--- config.mk ---
export PLATFORM = sky130hd
export DESIGN_NAME = mbpm_top
export DESIGN_NICKNAME = d
export VERILOG_FILES = /design/src/rtl/mbpm_pkg.sv /design/src/rtl/mbpm_match.sv /design/src/rtl/mbpm_top.sv
export VERILOG_INCLUDE_DIRS = /design/src /design/src/rtl
export SDC_FILE = /design/constraint.sdc
export NUM_CORES = 1
export LEC_CHECK = 0
export ABC_AREA = 1
export BUFFER_PORTS_ARGS = -buffer_cell sky130_fd_sc_hd__clkbuf_2
export CAP_MARGIN = 20
export CORE_MARGIN = 5
export CORE_UTILIZATION = 45
export DETAILED_ROUTE_END_ITERATION = 7
export PLACE_DENSITY = 0.62
export SLEW_MARGIN = 20
export SYNTH_ARGS = -nofsm -noshare
export SYNTH_HDL_FRONTEND = slang
export SYNTH_SLANG_ARGS = --single-unit
--- constraint.sdc ---
create_clock -name pclk -period 2.7 [get_ports pclk]
set_input_delay 0.135 -clock pclk [delete_from_list [all_inputs] [get_ports pclk]]
set_output_delay 0.135 -clock pclk [all_outputs]
set_load 0.05 [all_outputs]
--- src/rtl/mbpm_cfg.svh ---
// Offsets, field positions, reset values for the match based pulse modulator
// Included by the top design module
`ifndef MBPM_CFG_SVH
`define MBPM_CFG_SVH

// Register byte offsets
`define MBPM_OFF_CTRL     8'h00
`define MBPM_OFF_FLAGS    8'h04
`define MBPM_OFF_COUNT    8'h08
`define MBPM_OFF_PRESCALE 8'h0c
`define MBPM_OFF_PRECOUNT 8'h10
`define MBPM_OFF_MATCHCTL 8'h14
`define MBPM_OFF_CNTCTL   8'h18
`define MBPM_OFF_CAPCTL   8'h1c
`define MBPM_OFF_CAP0     8'h20
`define MBPM_OFF_CAP1     8'h24
`define MBPM_OFF_PULSECTL 8'h28
`define MBPM_OFF_RELEASE  8'h2c
`define MBPM_OFF_MATCH0   8'h40
`define MBPM_OFF_MATCH6   8'h58

// Control register fields
`define MBPM_CTRL_EN      0
`define MBPM_CTRL_RST     1
`define MBPM_CTRL_PULSE   2

// Flag register: capture flags sit above match flags
`define MBPM_FLAG_CAP     8

// Match control: three bits per match register
`define MBPM_MC_INT       0
`define MBPM_MC_RST       1
`define MBPM_MC_STOP      2
`define MBPM_MC_W         3

// Counter control: mode in [1:0], capture select at bit 2
`define MBPM_CC_SEL       2

// Capture control: three bits per capture input
`define MBPM_CAP_RISE     0
`define MBPM_CAP_FALL     1
`define MBPM_CAP_INT      2

// Pulse control: double edge select at n, output enable at 8+n
`define MBPM_PC_OEN       8

`define MBPM_RESET_WORD   32'h0000_0000

`endif

--- src/rtl/mbpm_pkg.sv ---
// Types shared by the match based pulse modulator design files
// Holds no numeric constants; those stay in mbpm_cfg.svh
package mbpm_pkg;
  typedef enum logic [1:0] {
    MBPM_TIMER,
    MBPM_RISE,
    MBPM_FALL,
    MBPM_BOTH
  } mbpm_cnt_mode_t;
endpackage

--- src/rtl/mbpm_match.sv ---
// One match channel: shadow value and equality compare
// Assumes the top decides when a released value may be applied
`timescale 1ns/1ps
module mbpm_match import mbpm_pkg::*; #(
  parameter int W = 32
) (
  // Clock and reset
  input  wire logic         pclk,
  input  wire logic         presetn,
  // Values
  input  wire logic [W-1:0] sw_value,
  input  wire logic         apply,
  input  wire logic [W-1:0] count,
  // Compare
  output logic              hit
);
  logic [W-1:0] shadow_q;
  logic [W-1:0] shadow_d;

  always_comb begin
    shadow_d = apply ? sw_value : shadow_q;
  end

  always_ff @(posedge pclk or negedge presetn) begin
    if (!presetn) begin
      shadow_q <= '0;
    end else begin
      shadow_q <= shadow_d;
    end
  end

  assign hit = (count == shadow_q);
endmodule

--- src/rtl/mbpm_top.sv ---
// Match based pulse modulator: timer, prescaler, seven matches, six outputs
// Assumes an APB master on pclk; capture inputs synchronous to pclk
//
// Summary of operation
// 32-bit counter advanced through a programmable 32-bit prescaler.
// Count peripheral clock ticks or edges of a selected capture input.
// Seven match registers serve up to six single or three double edge outputs.
// Match zero sets the period and restarts the counter.
// Single edge outputs rise at each cycle start unless held low.
// Each single edge output uses one match register for its falling edge.
// Each double edge output uses two match registers.
// One match sets, the other clears; order gives positive or negative pulse.
// Either double edge may sit at any count in the cycle.
// Period and width are any count; all outputs share one rate.
// Each match may continue, stop or reset, optionally flagging an interrupt.
// New match values apply only after release, at the cycle start.
// Without pulse mode the block is a plain timer.
// Software syncs two units by equal setup and a simultaneous enable.
// Capture edges latch the counter, optionally flagging an interrupt.
// A match is counter equal to match value, checked once per increment.
// After reset counter, prescaler and outputs are cleared and stopped.
`timescale 1ns/1ps
`include "mbpm_cfg.svh"
module mbpm_top import mbpm_pkg::*; #(
  parameter int NMATCH = 7,
  parameter int NOUT   = 6,
  parameter int NCAP   = 2
) (
  // Clock and reset
  input  wire logic            pclk,
  input  wire logic            presetn,
  // APB slave
  input  wire logic            psel,
  input  wire logic            penable,
  input  wire logic            pwrite,
  input  wire logic [7:0]      paddr,
  input  wire logic [31:0]     pwdata,
  output logic [31:0]          prdata,
  output logic                 pready,
  output logic                 pslverr,
  // Capture inputs
  input  wire logic [NCAP-1:0] cap_in,
  // Pulse outputs, bit n is output n
  output logic [NOUT:1]        pulse_out,
  // Interrupt request level
  output logic                 irq
);
  // Software registers
  logic [2:0]              ctrl_q, ctrl_d;
  logic [31:0]             prescale_q, prescale_d;
  logic [NMATCH*3-1:0]     match_ctl_q, match_ctl_d;
  logic [2:0]              cnt_ctl_q, cnt_ctl_d;
  logic [NCAP*3-1:0]       cap_ctl_q, cap_ctl_d;
  logic [15:0]             pulse_ctl_q, pulse_ctl_d;
  logic [NMATCH-1:0]       release_q, release_d;
  logic [31:0]             match_q [NMATCH];
  logic [31:0]             match_d [NMATCH];
  // Timer state
  logic [31:0]             count_q, count_d;
  logic [31:0]             precount_q, precount_d;
  logic [31:0]             cap_q [NCAP];
  logic [31:0]             cap_d [NCAP];
  logic [NMATCH+7:0]       flags_q, flags_d;
  logic [NCAP-1:0]         cap_prev_q;
  logic [NOUT:1]           pulse_d;
  logic                    irq_d;
  // Bus
  logic [31:0]             rdata_d;
  logic                    ready_d;
  logic                    err_d;
  // Internal
  logic                    access;
  logic                    wr;
  logic                    mapped;
  logic [NCAP-1:0]         rise;
  logic [NCAP-1:0]         fall;
  logic                    src_ev;
  logic                    tick;
  logic [NMATCH-1:0]       hit;
  logic [NMATCH-1:0]       match_ev;
  logic                    cycle_start;
  logic                    any_reset;
  logic                    any_stop;
  logic [NMATCH-1:0]       apply;
  logic [NCAP-1:0]         sel_rise;
  logic [NCAP-1:0]         sel_fall;
  logic [$clog2(NCAP)-1:0] sel;
  logic [2:0]              midx;

  assign access = psel && penable && !pready;
  assign wr     = psel && penable && pready && pwrite && !pslverr;
  assign midx   = 3'((paddr - `MBPM_OFF_MATCH0) >> 2);
  assign sel    = cnt_ctl_q[`MBPM_CC_SEL +: $clog2(NCAP)];
  assign rise   = cap_in & ~cap_prev_q;
  assign fall   = ~cap_in & cap_prev_q;
  assign sel_rise = rise & (NCAP'(1) << sel);
  assign sel_fall = fall & (NCAP'(1) << sel);

  // Count source selection
  always_comb begin
    case (mbpm_cnt_mode_t'(cnt_ctl_q[1:0]))
      MBPM_TIMER: src_ev = 1'b1;
      MBPM_RISE:  src_ev = |sel_rise;
      MBPM_FALL:  src_ev = |sel_fall;
      MBPM_BOTH:  src_ev = |sel_rise || |sel_fall;
      default:    src_ev = 1'b0;
    endcase
  end

  assign tick = ctrl_q[`MBPM_CTRL_EN] && !ctrl_q[`MBPM_CTRL_RST] && src_ev
             && (precount_q == prescale_q);

  // Match channels
  genvar g;
  generate
    for (g = 0; g < NMATCH; g++) begin : g_match
      mbpm_match #(.W(32)) u_match (
        .pclk     (pclk),
        .presetn  (presetn),
        .sw_value (match_q[g]),
        .apply    (apply[g]),
        .count    (count_q),
        .hit      (hit[g])
      );
    end
  endgenerate

  // Matches evaluated once per increment
  always_comb begin
    match_ev  = hit & {NMATCH{tick}};
    any_reset = 1'b0;
    any_stop  = 1'b0;
    for (int i = 0; i < NMATCH; i++) begin
      any_reset = any_reset || (match_ev[i] && match_ctl_q[i*3 + `MBPM_MC_RST]);
      any_stop  = any_stop  || (match_ev[i] && match_ctl_q[i*3 + `MBPM_MC_STOP]);
    end
    cycle_start = match_ev[0];
  end

  // Released values load at cycle start; plain timer loads at once
  always_comb begin
    for (int i = 0; i < NMATCH; i++) begin
      apply[i] = ctrl_q[`MBPM_CTRL_PULSE] ? (release_q[i] && cycle_start)
                                          : 1'b1;
    end
  end

  // Prescaler and counter
  always_comb begin
    precount_d = precount_q;
    count_d    = count_q;
    if (!ctrl_q[`MBPM_CTRL_EN] || ctrl_q[`MBPM_CTRL_RST]) begin
      precount_d = '0;
      if (ctrl_q[`MBPM_CTRL_RST]) begin
        count_d = '0;
      end
    end else if (src_ev) begin
      precount_d = (precount_q == prescale_q) ? '0 : precount_q + 32'h1;
    end
    if (tick) begin
      count_d = any_reset ? '0 : count_q + 32'h1;
    end
  end

  // Captures and flags
  always_comb begin
    flags_d = flags_q;
    if (wr && paddr == `MBPM_OFF_FLAGS) begin
      flags_d = flags_q & ~pwdata[NMATCH+7:0];
    end
    for (int i = 0; i < NMATCH; i++) begin
      if (match_ev[i] && match_ctl_q[i*3 + `MBPM_MC_INT]) begin
        flags_d[i] = 1'b1;
      end
    end
    for (int c = 0; c < NCAP; c++) begin
      cap_d[c] = cap_q[c];
      if ((rise[c] && cap_ctl_q[c*3 + `MBPM_CAP_RISE])
          || (fall[c] && cap_ctl_q[c*3 + `MBPM_CAP_FALL])) begin
        cap_d[c] = count_q;
        if (cap_ctl_q[c*3 + `MBPM_CAP_INT]) begin
          flags_d[`MBPM_FLAG_CAP + c] = 1'b1;
        end
      end
    end
    irq_d = |flags_d;
  end

  // Pulse edges
  always_comb begin
    for (int n = 1; n <= NOUT; n++) begin
      logic set_ev;
      logic clr_ev;
      set_ev = match_ev[0];
      clr_ev = match_ev[n];
      if (n >= 2 && pulse_ctl_q[n]) begin
        set_ev = match_ev[n-1];
      end
      if (!ctrl_q[`MBPM_CTRL_PULSE] || !pulse_ctl_q[`MBPM_PC_OEN + n]) begin
        pulse_d[n] = 1'b0;
      end else if (clr_ev) begin
        pulse_d[n] = 1'b0;
      end else if (set_ev) begin
        pulse_d[n] = 1'b1;
      end else begin
        pulse_d[n] = pulse_out[n];
      end
    end
  end

  // Software register writes
  always_comb begin
    ctrl_d      = ctrl_q;
    prescale_d  = prescale_q;
    match_ctl_d = match_ctl_q;
    cnt_ctl_d   = cnt_ctl_q;
    cap_ctl_d   = cap_ctl_q;
    pulse_ctl_d = pulse_ctl_q;
    release_d   = release_q;
    for (int i = 0; i < NMATCH; i++) begin
      match_d[i] = match_q[i];
      if (apply[i] && ctrl_q[`MBPM_CTRL_PULSE]) begin
        release_d[i] = 1'b0;
      end
    end
    if (any_stop) begin
      ctrl_d[`MBPM_CTRL_EN] = 1'b0;
    end
    if (wr) begin
      case (paddr)
        `MBPM_OFF_CTRL:     ctrl_d      = pwdata[2:0];
        `MBPM_OFF_PRESCALE: prescale_d  = pwdata;
        `MBPM_OFF_MATCHCTL: match_ctl_d = pwdata[NMATCH*3-1:0];
        `MBPM_OFF_CNTCTL:   cnt_ctl_d   = pwdata[2:0];
        `MBPM_OFF_CAPCTL:   cap_ctl_d   = pwdata[NCAP*3-1:0];
        `MBPM_OFF_PULSECTL: pulse_ctl_d = pwdata[15:0];
        `MBPM_OFF_RELEASE:  release_d   = release_d | pwdata[NMATCH-1:0];
        default: begin
          if (paddr >= `MBPM_OFF_MATCH0 && paddr <= `MBPM_OFF_MATCH6) begin
            match_d[midx] = pwdata;
          end
        end
      endcase
    end
  end

  // Bus answer: one wait state, then ready with data
  always_comb begin
    mapped = (paddr[1:0] == 2'b00) && (paddr <= `MBPM_OFF_RELEASE
           || (paddr >= `MBPM_OFF_MATCH0 && paddr <= `MBPM_OFF_MATCH6));
    ready_d = access;
    err_d   = access && !mapped;
    rdata_d = '0;
    if (access && !pwrite && mapped) begin
      case (paddr)
        `MBPM_OFF_CTRL:     rdata_d = {29'h0, ctrl_q};
        `MBPM_OFF_FLAGS:    rdata_d = 32'(flags_q);
        `MBPM_OFF_COUNT:    rdata_d = count_q;
        `MBPM_OFF_PRESCALE: rdata_d = prescale_q;
        `MBPM_OFF_PRECOUNT: rdata_d = precount_q;
        `MBPM_OFF_MATCHCTL: rdata_d = 32'(match_ctl_q);
        `MBPM_OFF_CNTCTL:   rdata_d = {29'h0, cnt_ctl_q};
        `MBPM_OFF_CAPCTL:   rdata_d = 32'(cap_ctl_q);
        `MBPM_OFF_CAP0:     rdata_d = cap_q[0];
        `MBPM_OFF_CAP1:     rdata_d = cap_q[1];
        `MBPM_OFF_PULSECTL: rdata_d = {16'h0, pulse_ctl_q};
        `MBPM_OFF_RELEASE:  rdata_d = 32'(release_q);
        default: begin
          if (paddr >= `MBPM_OFF_MATCH0 && paddr <= `MBPM_OFF_MATCH6) begin
            rdata_d = match_q[midx];
          end
        end
      endcase
    end
  end

  always_ff @(posedge pclk or negedge presetn) begin
    if (!presetn) begin
      ctrl_q      <= '0;
      prescale_q  <= `MBPM_RESET_WORD;
      match_ctl_q <= '0;
      cnt_ctl_q   <= '0;
      cap_ctl_q   <= '0;
      pulse_ctl_q <= '0;
      release_q   <= '0;
      count_q     <= '0;
      precount_q  <= '0;
      flags_q     <= '0;
      cap_prev_q  <= '0;
      pulse_out   <= '0;
      irq         <= 1'b0;
      prdata      <= '0;
      pready      <= 1'b0;
      pslverr     <= 1'b0;
      for (int i = 0; i < NMATCH; i++) begin
        match_q[i] <= `MBPM_RESET_WORD;
      end
      for (int c = 0; c < NCAP; c++) begin
        cap_q[c] <= `MBPM_RESET_WORD;
      end
    end else begin
      ctrl_q      <= ctrl_d;
      prescale_q  <= prescale_d;
      match_ctl_q <= match_ctl_d;
      cnt_ctl_q   <= cnt_ctl_d;
      cap_ctl_q   <= cap_ctl_d;
      pulse_ctl_q <= pulse_ctl_d;
      release_q   <= release_d;
      count_q     <= count_d;
      precount_q  <= precount_d;
      flags_q     <= flags_d;
      cap_prev_q  <= cap_in;
      pulse_out   <= pulse_d;
      irq         <= irq_d;
      prdata      <= rdata_d;
      pready      <= ready_d;
      pslverr     <= err_d;
      for (int i = 0; i < NMATCH; i++) begin
        match_q[i] <= match_d[i];
      end
      for (int c = 0; c < NCAP; c++) begin
        cap_q[c] <= cap_d[c];
      end
    end
  end
endmodule

==> results of run 1 <==
[final cells by class]
class / count / area, sq um
fillers: 7369 / 36710
flip-flops and latches: 722 / 18070
multi-input cells: 3084 / 14820
repair buffers: 373 / 3202
clock buffers: 111 / 2341
inverters: 407 / 1534
well taps: 1050 / 1314
clock inverters: 35 / 491.7
diodes: 1 / 2.502
[worst paths after layout]
path / depth (start not counted) / endpoint / slack, ns / from
worst max-delay path: 13 / g_match[6].u_match.shadow_q[31]$_DFFE_PN0P_ / 0.06 / count_q[8]$_DFFE_PN0P_
worst max register to register: 13 / g_match[6].u_match.shadow_q[31]$_DFFE_PN0P_ / 0.06 / count_q[8]$_DFFE_PN0P_
worst min-delay path: 3 / match_q[54]$_DFFE_PN0P_ / 0.03 / pwdata[22]
max in group asynchronous: 4 / g_match[2].u_match.shadow_q[0]$_DFFE_PN0P_ / 1.69 / presetn
worst min register to register: 1 / pready$_DFF_PN0_ / 0.47 / pready$_DFF_PN0_
min in group asynchronous: 2 / g_match[5].u_match.shadow_q[29]$_DFFE_PN0P_ / 0.05 / presetn
[synthesized netlist by cell type (4+ instances only)]
master / number
nand2_1: 1338
dfrtp_1: 722
inv_1: 389
o21ai_0: 387
nor2_1: 302
o21ai_1: 256
nand3_1: 177
clkbuf_1: 122
o22ai_1: 117
a21oi_1: 113
buf_2: 103
xor2_1: 81
xnor2_1: 73
nand4_1: 50
nor3_1: 39
o221ai_1: 27
a221oi_1: 20
buf_1: 18
and2_1: 13
nor4_1: 12
a211oi_1: 11
inv_2: 11
o2111ai_1: 10
o211ai_1: 7
clkbuf_2: 6
clkinv_1: 6
nand4_4: 6
and2_0: 5
a31oi_1: 4
buf_4: 4
[kinds of logic (layout without fill, tap and decap cells)]
kind of cell	count (synthesis)	count (layout)	share of synthesized area
XOR/XNOR	154	154	0.03806
buffers and inverters	661	926	0.07457
flip-flops	722	722	0.5099
other	0	1	0
multiplexers	1	1	0.0003178
AO/OA/AOI/OAI	966	966	0.1499
AND/OR/NAND/NOR	1961	1961	0.2266
adder cells (fa/ha/maj)	2	2	0.0007061
[worst max-delay path, cell delays in order, from the launching register on]
cell       delay, ns
dfrtp_1         0.43
buf_4           0.18
nand2_1         0.06
nand4_1         0.15
nor2_2          0.23
nand3_1         0.12
nor2_2          0.16
nand2_2         0.11
nor2_4          0.21
inv_2           0.12
o21ai_4         0.25
buf_12          0.17
clkbuf_16       0.21
o21ai_0         0.10
[per-stage QoR]
stage	setup TNS [ns]	power [mW]
after CTS	0	24.29
after detailed placement	-3.708	12.48
after global placement	-2.056	12.47
final	0	24.19
after global routing	-0.004891	24.82
after floorplan	0	11.70
[metal layers]
metal | wire length (um) | up-vias | GRT usage
met5 | 0 | - | 0
met4 | 9222 | 0 | 0.1687
met3 | 11350 | 371 | 0.05097
met2 | 58570 | 1562 | 0.4679
met1 | 54600 | 15570 | 0.4229
li1 | - | 14980 | -
[sequential cells by signal, indices dropped and copies added (netlist names), 3 cells and up]
register	flops
ctrl_q	3
cap_ctl_q	6
g_match.u_match.shadow_q	224
match_q	224
match_ctl_q	21
cap_q	64
release_q	7
pulse_out	6
precount_q	32
pulse_ctl_q	16
count_q	32
prdata	32
prescale_q	32
cnt_ctl_q	3
flags_q	15
[power by group]
part	switching, mW	internal (mW)	total, mW	leakage, nW
Sequential	0.0724	10.9	11.0	9.85
Combinational	0.982	0.374	1.36	8.64
Clock	4.71	7.13	11.8	1.38
[timing repair]
action / in CTS / in global routing
setup endpoints to repair: 122 / 181
gates resized for setup: 5 / 26
gates cloned: 0 / 3
setup buffers: 0 / 4
pin swaps: 0 / 3
hold endpoints to repair: 627 / 0
hold buffers: 27 / 0
==> results.json, run 1 <==
{
  "gr-usage-all-layers": 0.3077,
  "drtIter0Drc": 3653,
  "fmax_mhz": 378.5,
  "pre_cts_slack_ns": -0.1178,
  "syn-num-nets": 4516,
  "syn_area_sq_mm": 0.03544,
  "fin_ws_ns": 0.05786,
  "min_period_ns": 2.642,
  "path_max_fanout": 11,
  "power.density_mw_per_mm2": 579.0,
  "cellLeakagePower_nw": 19.88,
  "grt_pass1_vias": 31660,
  "outcome": "finished, final reports clean",
  "ios": 88,
  "drc": 0,
  "syn2layout_area_growth_pct": 17.90,
  "io_buffer_count": 87,
  "fp.dieH_um": 290.6,
  "cp.required_ns": 3.20,
  "firstDrtPassIters": 5,
  "h-tree-depth": 3,
  "dpl-instance-area_sq_mm": 0.03848,
  "avgRoutedWirePerCell_um": 23.13,
  "skew_ns": 0.02593,
  "slew_headroom": 0.3517,
  "row_count": 103,
  "final_cells": 5783,
  "hold_class": "in -> reg",
  "fin_worst_hold_slack_ns": 0.03320,
  "finalCritPeriodShare": 0.9786,
  "synth_area_leader_cell": "dfrtp_1",
  "grt_max_degree": 73,
  "cts.clk_slew.worst_paths_ns": 0.07,
  "synth_area_leaders": "dfrtp_1 51%, nand2_1 14%, o21ai_0 5.5%, inv_1 4.1%, o21ai_1 3.6%",
  "fin_util": 0.5323,
  "synth_seq_cells": 722,
  "endpoint_kind": "flop",
  "cap_violations": 0,
  "cp-start-kind": "flop",
  "clock_path_buffers": 3,
  "yosysWarnings": 0,
  "synth_edf_count": 0,
  "synth.distinct_cells": 52,
  "final_common_cell": "nand2_1",
  "ys.flop_type": "dfrtp_1",
  "cts_tree": "built",
  "via_per_inst": 5.617,
  "finalWirelength_mm": 133.7,
  "synth_top_area_share": 0.5099,
  "syn_inst": 4467,
  "grt_pass1_wl_mm": 199.3,
  "core_sq_mm": 0.07848,
  "synth-seq-area-share": 0.5099,
  "postRouteAntennaNets": 0,
  "syn_area_per_cell_sq_um": 7.933,
  "mostFrequentLayoutCells": "1,328 x nand2_1, 716 x dfrtp_1, 389 x inv_1, 387 x o21ai_0, 285 x nor2_1",
  "drive_gt1_frac": 0.1171,
  "dieArea_sq_mm": 0.08446,
  "die_w_um": 290.6,
  "setup_viol": 0,
  "overflow": 0,
  "dpl.cell_count": 5602,
  "initial_core_util": 0.4515,
  "arrival_ns": 3.14,
  "vdd_ir_drop_max_mv": 0.4766,
  "clock-root-buffer": "clkbuf_16",
  "synth_async_sr_flop_share": 1.000,
  "nNetsFinal": 4716,
  "worst_pin_slew_ns": 0.9724,
  "gp_congestion": 0.9975,
  "clkLatencyLatePin_ns": 0.63,
  "design_area_sq_mm": 0.04178,
  "hold_viol_final": 0,
  "slew_violations": 0,
  "clock_sinks": 722,
  "path_class": "reg -> reg",
  "cts_made_buffers": 79,
  "vias": 32480,
  "antenna_found_initial": 0,
  "hpwlAfterDp_mm": 94.52
}
No activity file was read; power rests on OpenSTA's default activity.
==> run 2: changes to the inputs <==
--- a/config.mk
+++ b/config.mk
@@ -6,10 +6,9 @@
 export SDC_FILE = /design/constraint.sdc
 export NUM_CORES = 1
 export LEC_CHECK = 0
-export ABC_AREA = 1
 export BUFFER_PORTS_ARGS = -buffer_cell sky130_fd_sc_hd__clkbuf_2
 export CAP_MARGIN = 20
-export CORE_MARGIN = 5
+export CORE_MARGIN = 8
 export CORE_UTILIZATION = 45
 export DETAILED_ROUTE_END_ITERATION = 7
 export PLACE_DENSITY = 0.62
==> results.json, run 2 <==
{
  "outcome": "complete, but fails checks",
  "violations": "negative setup slack",
  "drc": 0,
  "fin_worst_hold_slack_ns": 0.04067,
  "dpl-instance-area_sq_mm": 0.03879,
  "synth-seq-area-share": 0.5275,
  "synth_compound_area_frac": 0.07877,
  "synth.most_common_cell": "dfrtp_1",
  "fillCellCount": 6178,
  "cpPeakStageDelay_ns": 0.39,
  "path_class": "reg -> reg",
  "power.density_mw_per_mm2": 559.2,
  "synth-simple-area-share": 0.07193,
  "p_total_mw": 23.65,
  "min_to": "match_q[55]$_DFFE_PN0P_",
  "finalSetupTns_ns": -2.370,
  "cts_tree": "built",
  "synth_top_family_by_area": "multiplexers",
  "register_area_sq_mm": 0.01807,
  "ios": 88,
  "fin_ws_ns": -0.05900,
  "synth.distinct_cells": 62,
  "worst_pin_slew_ns": 0.7705,
  "final_common_cell": "dfrtp_1",
  "hold_viol_final": 0,
  "avgRoutedWirePerCell_um": 30.09,
  "row_count": 101,
  "slew_violations": 0,
  "hpwlAfterDp_mm": 89.91,
  "rsz0062_at_grt": "true",
  "synth_xor_area_frac": 0.06956,
  "multiInputGateArea_sq_mm": 0.01581,
  "grt_pass1_vias": 25900,
  "vdd_ir_drop_max_mv": 0.3977,
  "grt-busiest-layer": "met2",
  "hold_class": "in -> reg",
  "crit_slowest_cell": "dfrtp_1",
  "clkLatencyLatePin_ns": 0.64,
  "fin_util": 0.5586,
  "slew_headroom": 0.4863,
  "firstDrtPassIters": 8,
  "synth_top_area_share": 0.5275,
  "synth_area_leader_cell": "dfrtp_1",
  "syn-num-nets": 2786,
  "drive_gt1_frac": 0.4130,
  "critPathBufInv": 3,
  "synth_common_cells": "722 x dfrtp_1, 571 x mux2_2, 164 x nand2_1, 145 x clkbuf_1",
  "gr-usage-all-layers": 0.2875,
  "core_sq_mm": 0.07570,
  "die_w_um": 291.9,
  "finalWirelength_mm": 124.4,
  "io_buffer_count": 87,
  "cp.required_ns": 3.21,
  "cp-start-kind": "flop",
  "met2_usage": 0.4531,
  "postRouteAntennaNets": 0,
  "yosysWarnings": 0,
  "hold_depth": 2,
  "syn_area_sq_mm": 0.03425,
  "critPathMostFrequentCell": "buf_12",
  "clock_sinks": 722,
  "syn_inst": 2737,
  "drtIter0Drc": 2527,
  "cts.clk_slew.worst_paths_ns": 0.06,
  "pre_cts_slack_ns": -0.2869,
  "dpl.cell_count": 3954,
  "initial_core_util": 0.4524,
  "synth_area_leaders": "dfrtp_1 53%, mux2_2 19%, xnor2_1 3.5%, xor2_1 3.5%, mux4_2 2.1%",
  "setup_viol": 145,
  "gp_congestion": 1.011,
  "rr_startpoint": "prescale_q[31]$_DFFE_PN0P_",
  "synth_async_sr_flop_share": 1.000,
  "min_period_ns": 2.759,
  "vias": 25450,
  "overflow": 0,
  "muxShareOfSynthArea": 0.2231,
  "syn_area_per_cell_sq_um": 12.51,
  "synth_fa_ha_area_frac": 0.0007307,
  "fp.dieH_um": 291.9,
  "cts_made_buffers": 81,
  "endpoint_kind": "flop",
  "ys.flop_type": "dfrtp_1",
  "grt_use_met1": 0.3915,
  "grt_max_degree": 99,
  "skew_ns": 0.02807,
  "via_per_inst": 6.156,
  "min_from": "pwdata[23]",
  "top_regs": "g_match.u_match.shadow_q (224), match_q (224), cap_q (64)",
  "clock_path_buffers": 3,
  "nNetsFinal": 3142,
  "r2r_slack_ns": -0.06,
  "antenna_found_initial": 4,
  "mostFrequentLayoutCells": "716 x dfrtp_1, 571 x mux2_2, 318 x buf_4, 161 x nand2_1, 132 x xor2_1",
  "arrival_ns": 3.27,
  "ff2ff_path_depth": 10,
  "grt_pass1_wl_mm": 181.4,
  "final_cells": 4134,
  "path_max_fanout": 16,
  "path_cells": "xor2_1 > nor4_2 > nand4_1 > buf_4 > nor3b_4 > and2_4 > buf_12 > a21boi_4 > buf_12 > mux2_1",
  "synth_seq_cells": 722,
  "design_area_sq_mm": 0.04229,
  "fmax_mhz": 362.5,
  "finalCritPeriodShare": 1.022,
  "dieArea_sq_mm": 0.08519,
  "cellLeakagePower_nw": 20.61,
  "use_met3": 0.05103,
  "synth_edf_count": 0,
  "syn2layout_area_growth_pct": 23.47,
  "reg2reg_to": "g_match[2].u_match.shadow_q[24]$_DFFE_PN0P_",
  "cpLargestDelayFamily": "simple AND/OR/NAND/NOR gates",
  "h-tree-depth": 3,
  "cap_violations": 0,
  "clock-root-buffer": "clkbuf_16"
}
[run 2: power by group]
part	total [mW]	internal, mW	switching (mW)
registers	11.0	10.9	0.0671
clock network	11.5	6.91	4.54
logic	1.22	0.389	0.835
total	23.6	18.2	5.44
[run 2: repair_timing]
action                                  CTS  global route
endpoints found under the hold margin   220             0
endpoints found under the setup margin  271           265
buffers inserted                          3             3
pin swaps                                 6            21
resized for setup                        27            63
cloned                                    0             1
hold buffers                             28             0
[run 2: area by class of cell]
| cell class | count | area share |
|---|---|---|
| Tap cell | 978 | 0.02894 |
| Multi-Input combinational cell | 1774 | 0.3738 |
| Timing Repair Buffer | 496 | 0.1032 |
| Clock inverter | 27 | 0.009173 |
| Clock buffer | 118 | 0.05575 |
| Antenna cell | 1 | 0.00005918 |
| Sequential cell | 722 | 0.4274 |
| Inverter | 18 | 0.001598 |
[run 2: how the worst max path moves through the flow]
| stage | depth (start not counted) | endpoint | from |
|---|---|---|---|
| 2_1_floorplan | 8 | match_q[130]$_DFFE_PN0P_ | pready$_DFF_PN0_ |
| 4_1_cts | 10 | g_match[2].u_match.shadow_q[27]$_DFFE_PN0P_ | prescale_q[25]$_DFFE_PN0P_ |
| 3_3_place_gp | 10 | g_match[2].u_match.shadow_q[22]$_DFFE_PN0P_ | prescale_q[31]$_DFFE_PN0P_ |
| 5_1_grt | 11 | g_match[2].u_match.shadow_q[24]$_DFFE_PN0P_ | prescale_q[29]$_DFFE_PN0P_ |
| 3_5_place_dp | 10 | g_match[2].u_match.shadow_q[27]$_DFFE_PN0P_ | count_q[1]$_DFFE_PN0P_ |
| 6_report | 10 | g_match[2].u_match.shadow_q[24]$_DFFE_PN0P_ | prescale_q[31]$_DFFE_PN0P_ |
[run 2: routing by layer]
layer  wire, um  part of all wire  vias up
met1      51660              0.42    13360
met5         11          0.000088        -
li1           -                 -    10680
met4       5799             0.047        2
met3       9536             0.077      258
met2      57370              0.46     1145
[run 2: cells by family (layout without fill, tap and decap cells)]
logic type / count (synthesis) / count (layout)
AOI/OAI and AO/OA: 367 / 367
buffers and inverters: 241 / 659
adders and majority gates: 2 / 2
DFF: 722 / 722
xor gates and xnor gates: 272 / 272
other: 0 / 1
and+or+nand+nor: 483 / 483
muxes: 650 / 650
